**src/common/qdrd_pkg.sv**
```systemverilog
// constants and types shared by the quad converter command decoder
package qdrd_pkg;

	// ==========================================
	// frame layout
	localparam int          FRAME_BITS  = 24;
	localparam int          RW_POS      = 23;
	localparam int          REG_MSB     = 21;
	localparam int          REG_LSB     = 19;
	localparam int          ADDR_MSB    = 18;
	localparam int          ADDR_LSB    = 16;
	localparam int          DATA_MSB    = 15;
	localparam int          CODE_WIDTH  = 16;
	localparam int          RANGE_MSB   = 2;
	localparam logic [4:0]  LAST_BIT    = 5'h17;

	// ==========================================
	// register select and address codes
	localparam logic [2:0]  REG_CODE    = 3'h0;
	localparam logic [2:0]  REG_RANGE   = 3'h1;
	localparam logic [2:0]  REG_POWER   = 3'h2;
	localparam logic [2:0]  REG_CTRL    = 3'h3;
	localparam logic [2:0]  ADDR_ALL    = 3'h4;
	localparam logic [2:0]  ADDR_POWER  = 3'h0;
	localparam logic [2:0]  CTRL_NOP    = 3'h0;
	localparam logic [2:0]  CTRL_CONFIG = 3'h1;
	localparam logic [2:0]  CTRL_CLEAR  = 3'h4;
	localparam logic [2:0]  CTRL_LOAD   = 3'h5;

	// ==========================================
	// range codes
	localparam logic [2:0]  RANGE_MAX     = 3'h5;
	localparam logic [2:0]  BIPOLAR_FIRST = 3'h3;

	// ==========================================
	// settings and power fields
	localparam int          TSD_EN_POS  = 3;
	localparam int          CLAMP_POS   = 2;
	localparam int          CLR_SEL_POS = 1;
	localparam int          SDO_DIS_POS = 0;
	localparam int          PWR_OC_LSB  = 7;
	localparam int          PWR_TSD_POS = 5;
	localparam int          PWR_PU_LSB  = 0;

	// ==========================================
	// reset values and fixed codes
	localparam logic [3:0]  SETTINGS_RESET = 4'h4;
	localparam logic [2:0]  RANGE_RESET    = 3'h0;
	localparam logic [15:0] CODE_RESET     = 16'h0000;
	localparam logic [3:0]  POWER_RESET    = 4'h0;
	localparam logic [15:0] CODE_ZERO      = 16'h0000;
	localparam logic [15:0] CODE_MID       = 16'h8000;
	localparam logic [23:0] WORD_RESET     = 24'h00_0000;

	typedef enum logic [1:0] {
		QDRD_IDLE  = 2'b00,
		QDRD_SHIFT = 2'b01,
		QDRD_HOLD  = 2'b10
	} qdrd_state_t;

endpackage

```
**src/verilog/qdrd_bit_sync.sv**
```systemverilog
// two-stage synchroniser for a group of asynchronous levels
`timescale 1ns/1ps
`default_nettype none
module qdrd_bit_sync #(
	parameter int               WIDTH = 1,
	parameter logic [WIDTH-1:0] INIT  = '0
) (
	input  wire logic             clk,
	input  wire logic             arst_n,
	input  wire logic [WIDTH-1:0] d,
	output var  logic [WIDTH-1:0] q
);
	logic [WIDTH-1:0] meta_ff;

	always_ff @(posedge clk or negedge arst_n) begin
		if (!arst_n) begin
			meta_ff <= INIT;
			q       <= INIT;
		end else begin
			meta_ff <= d;
			q       <= meta_ff;
		end
	end
endmodule // qdrd_bit_sync
`default_nettype wire

```
**src/verilog/qdrd_top.sv**
```systemverilog
// serial command decoder and register file of a quad voltage-output converter
//
// Behaviour
// - 24-bit frames, MSB first: rw, zero, 3 select, 3 address, 16 data.
// - address 0..3 picks channel A..D, address 4 picks all four.
// - select 000 routes the frame to the conversion code registers.
// - address field picks which channel code register takes the data.
// - code taken from top 16, 14 or 12 data bits; rest ignored.
// - select 001 writes the range code of the addressed channels.
// - range code in data bits 2..0; codes 0..5 select six ranges.
// - select 011 routes the frame to the control function decoder.
// - control address 0 nop, 1 settings, 4 clear, 5 load.
// - no-operation changes no register state.
// - clear loads the clear code into every channel, outputs at once.
// - load moves pending codes into active registers, all together.
// - serial-out disable turns the data output off; default enabled.
// - clamp enabled (default): overcurrent limits, never powers down.
// - clamp disabled: overcurrent powers the channel down.
// - overtemperature shutdown armed only when enabled; default disarmed.
// - clear level 0 gives 0 V; 1 gives midscale or negative full scale.
// - select 010 routes the frame to the power control register.
`timescale 1ns/1ps
`default_nettype none
module qdrd_top #(
	parameter int DATA_BITS = 16
) (
	input  wire logic        CLK,
	input  wire logic        ARST_N,
	input  wire logic        SCLK,
	input  wire logic        SYNC_N,
	input  wire logic        SDIN,
	input  wire logic        TWOS_COMP,
	input  wire logic [3:0]  OVERCURRENT,
	input  wire logic        OVERTEMP,
	output var  logic        SDO,
	output var  logic        SDO_OE_N,
	output var  logic [63:0] ACTIVE_CODE,
	output var  logic [11:0] RANGE_CODE,
	output var  logic [3:0]  CHANNEL_POWER_UP,
	output var  logic        OVERTEMP_SHUTDOWN_ENABLE,
	output var  logic        CLAMP_ENABLE,
	output var  logic        CLEAR_LEVEL_SELECT,
	output var  logic        SERIAL_OUT_DISABLE,
	output var  logic        OVERTEMP_ALERT
);
	// unused low code bits of narrower variants are forced to zero
	localparam logic [15:0] CODE_MASK = 16'(16'hFFFF << (qdrd_pkg::CODE_WIDTH - DATA_BITS));

	// ==========================================
	// synchronisers
	logic [2:0] link_s;
	logic [5:0] stat_s;
	logic       sclk_s;
	logic       sync_n_s;
	logic       sdin_s;
	logic       twos_s;
	logic       ot_s;
	logic [3:0] oc_s;

	// link pins reset to their idle levels, so no false edge or frame follows reset
	qdrd_bit_sync #(.WIDTH(3), .INIT(3'h6)) u_link_sync (
		.clk    (CLK),
		.arst_n (ARST_N),
		.d      ({SCLK, SYNC_N, SDIN}),
		.q      (link_s)
	);

	qdrd_bit_sync #(.WIDTH(6)) u_stat_sync (
		.clk    (CLK),
		.arst_n (ARST_N),
		.d      ({TWOS_COMP, OVERTEMP, OVERCURRENT}),
		.q      (stat_s)
	);

	assign sclk_s   = link_s[2];
	assign sync_n_s = link_s[1];
	assign sdin_s   = link_s[0];
	assign twos_s   = stat_s[5];
	assign ot_s     = stat_s[4];
	assign oc_s     = stat_s[3:0];

	// ==========================================
	// state
	qdrd_pkg::qdrd_state_t state_ff, nxt_state;
	logic [4:0]        bit_cnt_ff,  nxt_bit_cnt;
	logic [22:0]       shift_ff,    nxt_shift;
	logic              sclk_q_ff,   nxt_sclk_q;
	logic [23:0]       sdo_word_ff, nxt_sdo_word;
	logic [23:0]       read_word_ff, nxt_read_word;
	logic              sdo_ff,      nxt_sdo;
	logic              sdo_oe_n_ff, nxt_sdo_oe_n;
	logic [3:0][15:0]  input_ff,    nxt_input;
	logic [3:0][15:0]  active_ff,   nxt_active;
	logic [3:0][2:0]   range_ff,    nxt_range;
	logic [3:0]        settings_ff, nxt_settings;
	logic [3:0]        power_ff,    nxt_power;
	logic              tsd_ff,      nxt_tsd;

	logic        sclk_fall;
	logic        sclk_rise;
	logic        exec;
	logic [23:0] word;
	logic        rw;
	logic [2:0]  rsel;
	logic [2:0]  addr;
	logic [15:0] data;

	// host shifts data in on the falling edge and samples the output on it
	assign sclk_fall = sclk_q_ff & ~sclk_s;
	assign sclk_rise = ~sclk_q_ff & sclk_s;
	assign word      = {shift_ff, sdin_s};
	assign rw        = word[qdrd_pkg::RW_POS];
	assign rsel      = word[qdrd_pkg::REG_MSB:qdrd_pkg::REG_LSB];
	assign addr      = word[qdrd_pkg::ADDR_MSB:qdrd_pkg::ADDR_LSB];
	assign data      = word[qdrd_pkg::DATA_MSB:0];

	// ==========================================
	// clear code per channel
	function automatic logic [15:0] clear_code(
		input logic [2:0] range,
		input logic       level,
		input logic       twos
	);
		logic bipolar;
		bipolar = (range >= qdrd_pkg::BIPOLAR_FIRST);
		if (!bipolar) begin
			clear_code = level ? qdrd_pkg::CODE_MID : qdrd_pkg::CODE_ZERO;
		end else begin
			// 0 V and negative full scale swap codes between the two codings
			clear_code = (level ^ twos) ? qdrd_pkg::CODE_ZERO : qdrd_pkg::CODE_MID;
		end
	endfunction

	// ==========================================
	// frame receiver
	always_comb begin
		nxt_state    = state_ff;
		nxt_bit_cnt  = bit_cnt_ff;
		nxt_shift    = shift_ff;
		nxt_sclk_q   = sclk_s;
		nxt_sdo_word = sdo_word_ff;
		exec         = 1'b0;
		case (state_ff)
			qdrd_pkg::QDRD_IDLE: begin
				if (!sync_n_s) begin
					nxt_state    = qdrd_pkg::QDRD_SHIFT;
					nxt_bit_cnt  = 5'h00;
					nxt_sdo_word = read_word_ff;
				end
			end
			qdrd_pkg::QDRD_SHIFT: begin
				if (sync_n_s) begin
					// a short frame is dropped with no effect
					nxt_state = qdrd_pkg::QDRD_IDLE;
				end else if (sclk_fall) begin
					nxt_shift   = word[22:0];
					nxt_bit_cnt = bit_cnt_ff + 5'h01;
					if (bit_cnt_ff == qdrd_pkg::LAST_BIT) begin
						exec      = 1'b1;
						nxt_state = qdrd_pkg::QDRD_HOLD;
					end
				end else if (sclk_rise && bit_cnt_ff != 5'h00) begin
					nxt_sdo_word = {sdo_word_ff[22:0], 1'b0};
				end
			end
			qdrd_pkg::QDRD_HOLD: begin
				// bits beyond the 24th are ignored until the frame closes
				if (sync_n_s) begin
					nxt_state = qdrd_pkg::QDRD_IDLE;
				end
			end
			default: begin
				nxt_state = qdrd_pkg::QDRD_IDLE;
			end
		endcase
	end

	// ==========================================
	// command decode and register file
	always_comb begin
		nxt_input     = input_ff;
		nxt_active    = active_ff;
		nxt_range     = range_ff;
		nxt_settings  = settings_ff;
		nxt_power     = power_ff;
		nxt_tsd       = tsd_ff;
		nxt_read_word = read_word_ff;
		if (exec && rw) begin
			nxt_read_word = {word[23:16], 16'h0000};
			case (rsel)
				qdrd_pkg::REG_CODE: begin
					if (addr < qdrd_pkg::ADDR_ALL) begin
						nxt_read_word[15:0] = input_ff[addr[1:0]];
					end
				end
				qdrd_pkg::REG_RANGE: begin
					if (addr < qdrd_pkg::ADDR_ALL) begin
						nxt_read_word[2:0] = range_ff[addr[1:0]];
					end
				end
				qdrd_pkg::REG_POWER: begin
					nxt_read_word[qdrd_pkg::PWR_OC_LSB +: 4] = oc_s;
					nxt_read_word[qdrd_pkg::PWR_TSD_POS]     = tsd_ff;
					nxt_read_word[qdrd_pkg::PWR_PU_LSB +: 4] = power_ff;
					nxt_tsd                                  = 1'b0;
				end
				qdrd_pkg::REG_CTRL: begin
					nxt_read_word[3:0] = settings_ff;
				end
				default: begin
					nxt_read_word = read_word_ff;
				end
			endcase
		end else if (exec) begin
			case (rsel)
				qdrd_pkg::REG_CODE: begin
					for (int ch = 0; ch < 4; ch++) begin
						if (addr == 3'(ch) || addr == qdrd_pkg::ADDR_ALL) begin
							nxt_input[ch] = data & CODE_MASK;
						end
					end
				end
				qdrd_pkg::REG_RANGE: begin
					if (data[qdrd_pkg::RANGE_MSB:0] <= qdrd_pkg::RANGE_MAX) begin
						for (int ch = 0; ch < 4; ch++) begin
							if (addr == 3'(ch) || addr == qdrd_pkg::ADDR_ALL) begin
								nxt_range[ch] = data[qdrd_pkg::RANGE_MSB:0];
							end
						end
					end
				end
				qdrd_pkg::REG_POWER: begin
					if (addr == qdrd_pkg::ADDR_POWER) begin
						nxt_power = data[qdrd_pkg::PWR_PU_LSB +: 4];
					end
				end
				qdrd_pkg::REG_CTRL: begin
					case (addr)
						qdrd_pkg::CTRL_NOP: begin
							nxt_input = input_ff;
						end
						qdrd_pkg::CTRL_CONFIG: begin
							nxt_settings = data[3:0];
						end
						qdrd_pkg::CTRL_CLEAR: begin
							for (int ch = 0; ch < 4; ch++) begin
								nxt_input[ch]  = clear_code(range_ff[ch],
									settings_ff[qdrd_pkg::CLR_SEL_POS], twos_s);
								nxt_active[ch] = nxt_input[ch];
							end
						end
						qdrd_pkg::CTRL_LOAD: begin
							nxt_active = input_ff;
						end
						default: begin
							nxt_settings = settings_ff;
						end
					endcase
				end
				default: begin
					nxt_settings = settings_ff;
				end
			endcase
		end
		// hardware power-down events act after the command, so they win
		if (!settings_ff[qdrd_pkg::CLAMP_POS]) begin
			nxt_power = nxt_power & ~oc_s;
		end
		if (settings_ff[qdrd_pkg::TSD_EN_POS] && ot_s) begin
			nxt_power = qdrd_pkg::POWER_RESET;
			nxt_tsd   = 1'b1;
		end
	end

	// ==========================================
	// serial output
	always_comb begin
		nxt_sdo      = nxt_sdo_word[23];
		nxt_sdo_oe_n = nxt_settings[qdrd_pkg::SDO_DIS_POS]
			| (nxt_state == qdrd_pkg::QDRD_IDLE);
	end

	always_ff @(posedge CLK or negedge ARST_N) begin
		if (!ARST_N) begin
			state_ff     <= qdrd_pkg::QDRD_IDLE;
			bit_cnt_ff   <= 5'h00;
			shift_ff     <= 23'h00_0000;
			sclk_q_ff    <= 1'b1;
			sdo_word_ff  <= qdrd_pkg::WORD_RESET;
			read_word_ff <= qdrd_pkg::WORD_RESET;
			sdo_ff       <= 1'b0;
			sdo_oe_n_ff  <= 1'b1;
			input_ff     <= {4{qdrd_pkg::CODE_RESET}};
			active_ff    <= {4{qdrd_pkg::CODE_RESET}};
			range_ff     <= {4{qdrd_pkg::RANGE_RESET}};
			settings_ff  <= qdrd_pkg::SETTINGS_RESET;
			power_ff     <= qdrd_pkg::POWER_RESET;
			tsd_ff       <= 1'b0;
		end else begin
			state_ff     <= nxt_state;
			bit_cnt_ff   <= nxt_bit_cnt;
			shift_ff     <= nxt_shift;
			sclk_q_ff    <= nxt_sclk_q;
			sdo_word_ff  <= nxt_sdo_word;
			read_word_ff <= nxt_read_word;
			sdo_ff       <= nxt_sdo;
			sdo_oe_n_ff  <= nxt_sdo_oe_n;
			input_ff     <= nxt_input;
			active_ff    <= nxt_active;
			range_ff     <= nxt_range;
			settings_ff  <= nxt_settings;
			power_ff     <= nxt_power;
			tsd_ff       <= nxt_tsd;
		end
	end

	// ==========================================
	// outputs
	assign SDO                      = sdo_ff;
	assign SDO_OE_N                 = sdo_oe_n_ff;
	assign ACTIVE_CODE              = active_ff;
	assign RANGE_CODE               = range_ff;
	assign CHANNEL_POWER_UP         = power_ff;
	assign OVERTEMP_SHUTDOWN_ENABLE = settings_ff[qdrd_pkg::TSD_EN_POS];
	assign CLAMP_ENABLE             = settings_ff[qdrd_pkg::CLAMP_POS];
	assign CLEAR_LEVEL_SELECT       = settings_ff[qdrd_pkg::CLR_SEL_POS];
	assign SERIAL_OUT_DISABLE       = settings_ff[qdrd_pkg::SDO_DIS_POS];
	assign OVERTEMP_ALERT           = tsd_ff;
endmodule // qdrd_top
`default_nettype wire

```
**config.mk**
```make
export PLATFORM = sky130hd
export DESIGN_NAME = qdrd_top
export DESIGN_NICKNAME = d
export VERILOG_FILES = /design/src/common/qdrd_pkg.sv /design/src/verilog/qdrd_bit_sync.sv /design/src/verilog/qdrd_top.sv
export SDC_FILE = /design/constraint.sdc
export NUM_CORES = 1
export LEC_CHECK = 0
export BUFFER_PORTS_ARGS = -buffer_cell sky130_fd_sc_hd__buf_2
export CAP_MARGIN = 20
export CELL_PAD_IN_SITES_DETAIL_PLACEMENT = 1
export CELL_PAD_IN_SITES_GLOBAL_PLACEMENT = 2
export CORE_ASPECT_RATIO = 0.75
export CORE_MARGIN = 2
export CORE_UTILIZATION = 41
export CTS_CLUSTER_DIAMETER = 40
export DETAILED_ROUTE_END_ITERATION = 12
export PLACE_DENSITY = 0.77
export SYNTH_ARGS = -nofsm -noshare
export SYNTH_HDL_FRONTEND = slang
export SYNTH_SLANG_ARGS = --single-unit
```
**constraint.sdc**
```tcl
create_clock -name CLK -period 3.2 [get_ports CLK]
set_input_delay 0.32 -clock CLK [delete_from_list [all_inputs] [get_ports CLK]]
set_output_delay 0.32 -clock CLK [all_outputs]
set_load 0.01 [all_outputs]
```
==> qor.yml <==
maxCapViolCount: 0
finish.instance_area_um2: 12940
antenna_found_initial: 0
die_h_um: 143.7
grt_usage: 0.2163
regArea_um2: 6191
yosys.area.top_type: "dfrtp_1"
outcome: "finished clean"
fin_ws_ns: 0.3902
fin_util: 0.5020
synth.distinct_cells: 55
dp_hpwl_um: 18170
coreArea_um2: 25780
dr.pass1.iters: 7
synth_commonest_cells: "dfrtp_1 (240), mux2_2 (100), o21ai_0 (53)"
worst_pin_slew_ns: 0.6209
critical_path_required_ns: 3.58
place.gp.congestion: 0.7894
critical_path_class: "reg2reg"
fp.dieW_um: 190.3
syn_area_um2: 10670
syn_avg_cell_area_um2: 12.85
vdd_ir_drop_max_mv: 0.2964
synth-main-ff-cell: "dfrtp_1"
vias: 7358
cts_setup_buffers: 0
setup_viol_count_final: 0
first_global_vias: 7728
hold_buffers: 10
skew_ns: 0.02156
timing.final.crit_share: 0.8780
final_hold_viol_count: 0
ys_warn_count: 0
clock_path_buffers: 3
synth_nets: 843
grt_max_degree: 94
fin_crit_ns: 2.810
finalSetupTns_ns: 0
clock.fmax_ghz: 0.3559
grt_pass1_wl_um: 45480
port_buffers: 97
cts_tree: "built"
maxSlewHeadroom: 0.5823
fin_cells: 1308
rrSetupSlack_ns: 0.39
synth.most_common_cell: "dfrtp_1"
io-pin-count: 98
fillers: 2656
wl_um: 28340
dp_cells: 1234
synth_cells: 830
htree_levels: 2
synth_top_area_share: 0.5629
drtAntennaViolNets: 0
critPathLaunchType: "register"
clkLatencyLatePin_ns: 0.51
rsz0062_at_grt: "false"
clock-sinks: 247
async_reset_ff_frac: 1.000
initialDrtViolationCount: 346
slew_violations: 0
nets: 951
synthTopCellsByArea: "dfrtp_1 (56%), mux2_2 (11%), mux4_2 (4.0%)"
grt_overflow: 0
rows: 51
diodes: 0
vias_per_cell: 5.625
dp_slack_ns: 0.3770
critPathMaxFanout: 9
clk_pin_slew_ns: 0.06
drc: 0
wl_per_cell_um: 21.67
p_total_mw: 7.544
ys_seq_area_frac: 0.5802
p_leak_nw: 6.265
endpoint_kind: "register"
hp-class: "in2async"
hold_ws_ns: 0.2926
arrival_ns: 3.19
multi_input_area_um2: 4182
ys_ff_latch: 247
drive_above_1_share: 0.3465
cts_buffers: 35
cts_resized: 0
placed_area_um2: 11610
initial_core_util: 0.4139
synth_edf_count: 0
power_density_nw_per_um2: 582.9
die_area_um2: 27340
cts_root_buffer: "clkbuf_16"
syn2layout_area_growth_pct: 21.31
## final timing paths
| path | startpoint | endpoint | cells after the start |
|---|---|---|---|
| max in group asynchronous | ARST_N | u_link_sync.q[0] | 3 |
| hold reg to reg | u_stat_sync.meta_ff[5] | u_stat_sync.q[5] | 0 |
| min in group CLK | u_stat_sync.meta_ff[5] | u_stat_sync.q[5] | 0 |
| setup / recovery | bit_cnt_ff[0] | RANGE_CODE[7] | 6 |
| hold / removal | ARST_N | ACTIVE_CODE[27] | 2 |
| setup reg to reg | bit_cnt_ff[0] | RANGE_CODE[7] | 6 |
## final cells by class
type                       count  share of cell area
sequential                   247              0.4783
inverter                       8            0.002320
clock buffer                  45             0.07850
clock inverter                18             0.01527
multi-input combinational    509              0.3231
timing repair buffer         137             0.06922
tap                          344             0.03326
## critical path: stages (launching register included)
cell	delay, ns
dfrtp_1	0.40
ha_1	0.22
nand4b_1	0.28
or3_1	0.59
buf_4	0.23
nor4_1	0.56
mux2_2	0.41
## routing by layer
| metal | up-vias | global-route usage | share of wire |
|---|---|---|---|
| met2 | 161 | 0.3327 | 0.45 |
| met4 | 0 | 0.04814 | 0.013 |
| met5 | - | 0 | 0 |
| met1 | 3858 | 0.3194 | 0.50 |
| met3 | 39 | 0.04054 | 0.043 |
| li1 | 3300 | - | - |
## flip-flops by register name (all words and copies together), names as in the netlist, 2 cells and up
register	count
u_link_sync.q	3
input_ff	64
ACTIVE_CODE	64
state_ff	2
sdo_word_ff	24
u_link_sync.meta_ff	3
u_stat_sync.q	6
CHANNEL_POWER_UP	4
read_word_ff	24
settings_ff	4
bit_cnt_ff	5
RANGE_CODE	12
u_stat_sync.meta_ff	6
shift_ff	23
## where the power goes
part	switching (mW)	internal, mW	total, mW
logic	0.178	0.116	0.294
registers	0.0934	3.21	3.31
clock network	1.50	2.44	3.94
## cells in the final DEF (no fill, tap or decap), types with 3 or more instances in the layout
| cell type | Yosys | final |
|---|---|---|
| a21o_1 | 8 | 8 |
| a21oi_1 | 44 | 44 |
| a221oi_1 | 3 | 3 |
| a222oi_1 | 4 | 4 |
| a22o_1 | 46 | 46 |
| a22oi_1 | 5 | 5 |
| a31oi_1 | 26 | 26 |
| a32oi_1 | 4 | 4 |
| and2_1 | 18 | 18 |
| buf_12 | 0 | 6 |
| buf_2 | 4 | 96 |
| buf_4 | 4 | 24 |
| clkbuf_16 | 0 | 37 |
| clkbuf_8 | 0 | 6 |
| clkinv_4 | 0 | 7 |
| dfrtp_1 | 240 | 239 |
| dfstp_2 | 7 | 7 |
| dlygate4sd3_1 | 0 | 10 |
| inv_1 | 8 | 8 |
| inv_6 | 0 | 4 |
| mux2_2 | 100 | 100 |
| mux2_4 | 10 | 10 |
| mux2i_1 | 23 | 23 |
| mux4_2 | 19 | 19 |
| nand2_1 | 44 | 44 |
| nand2b_1 | 16 | 16 |
| nand3b_1 | 9 | 9 |
| nand4b_1 | 5 | 5 |
| nor2_1 | 15 | 14 |
| nor2b_1 | 5 | 5 |
| nor3_1 | 11 | 11 |
| o21ai_0 | 53 | 52 |
| o41ai_1 | 6 | 6 |
| xnor2_1 | 5 | 5 |
## kinds of logic after synthesis
| group | synth area share |
|---|---|
| and+or+nand+nor | 0.07482 |
| muxes | 0.1813 |
| buffers and inverters | 0.02979 |
| AOI/OAI and AO/OA | 0.1275 |
| xor gates and xnor gates | 0.004104 |
| adders and majority gates | 0.002345 |
| DFF | 0.5802 |
Power figures use the tool's default switching activity.
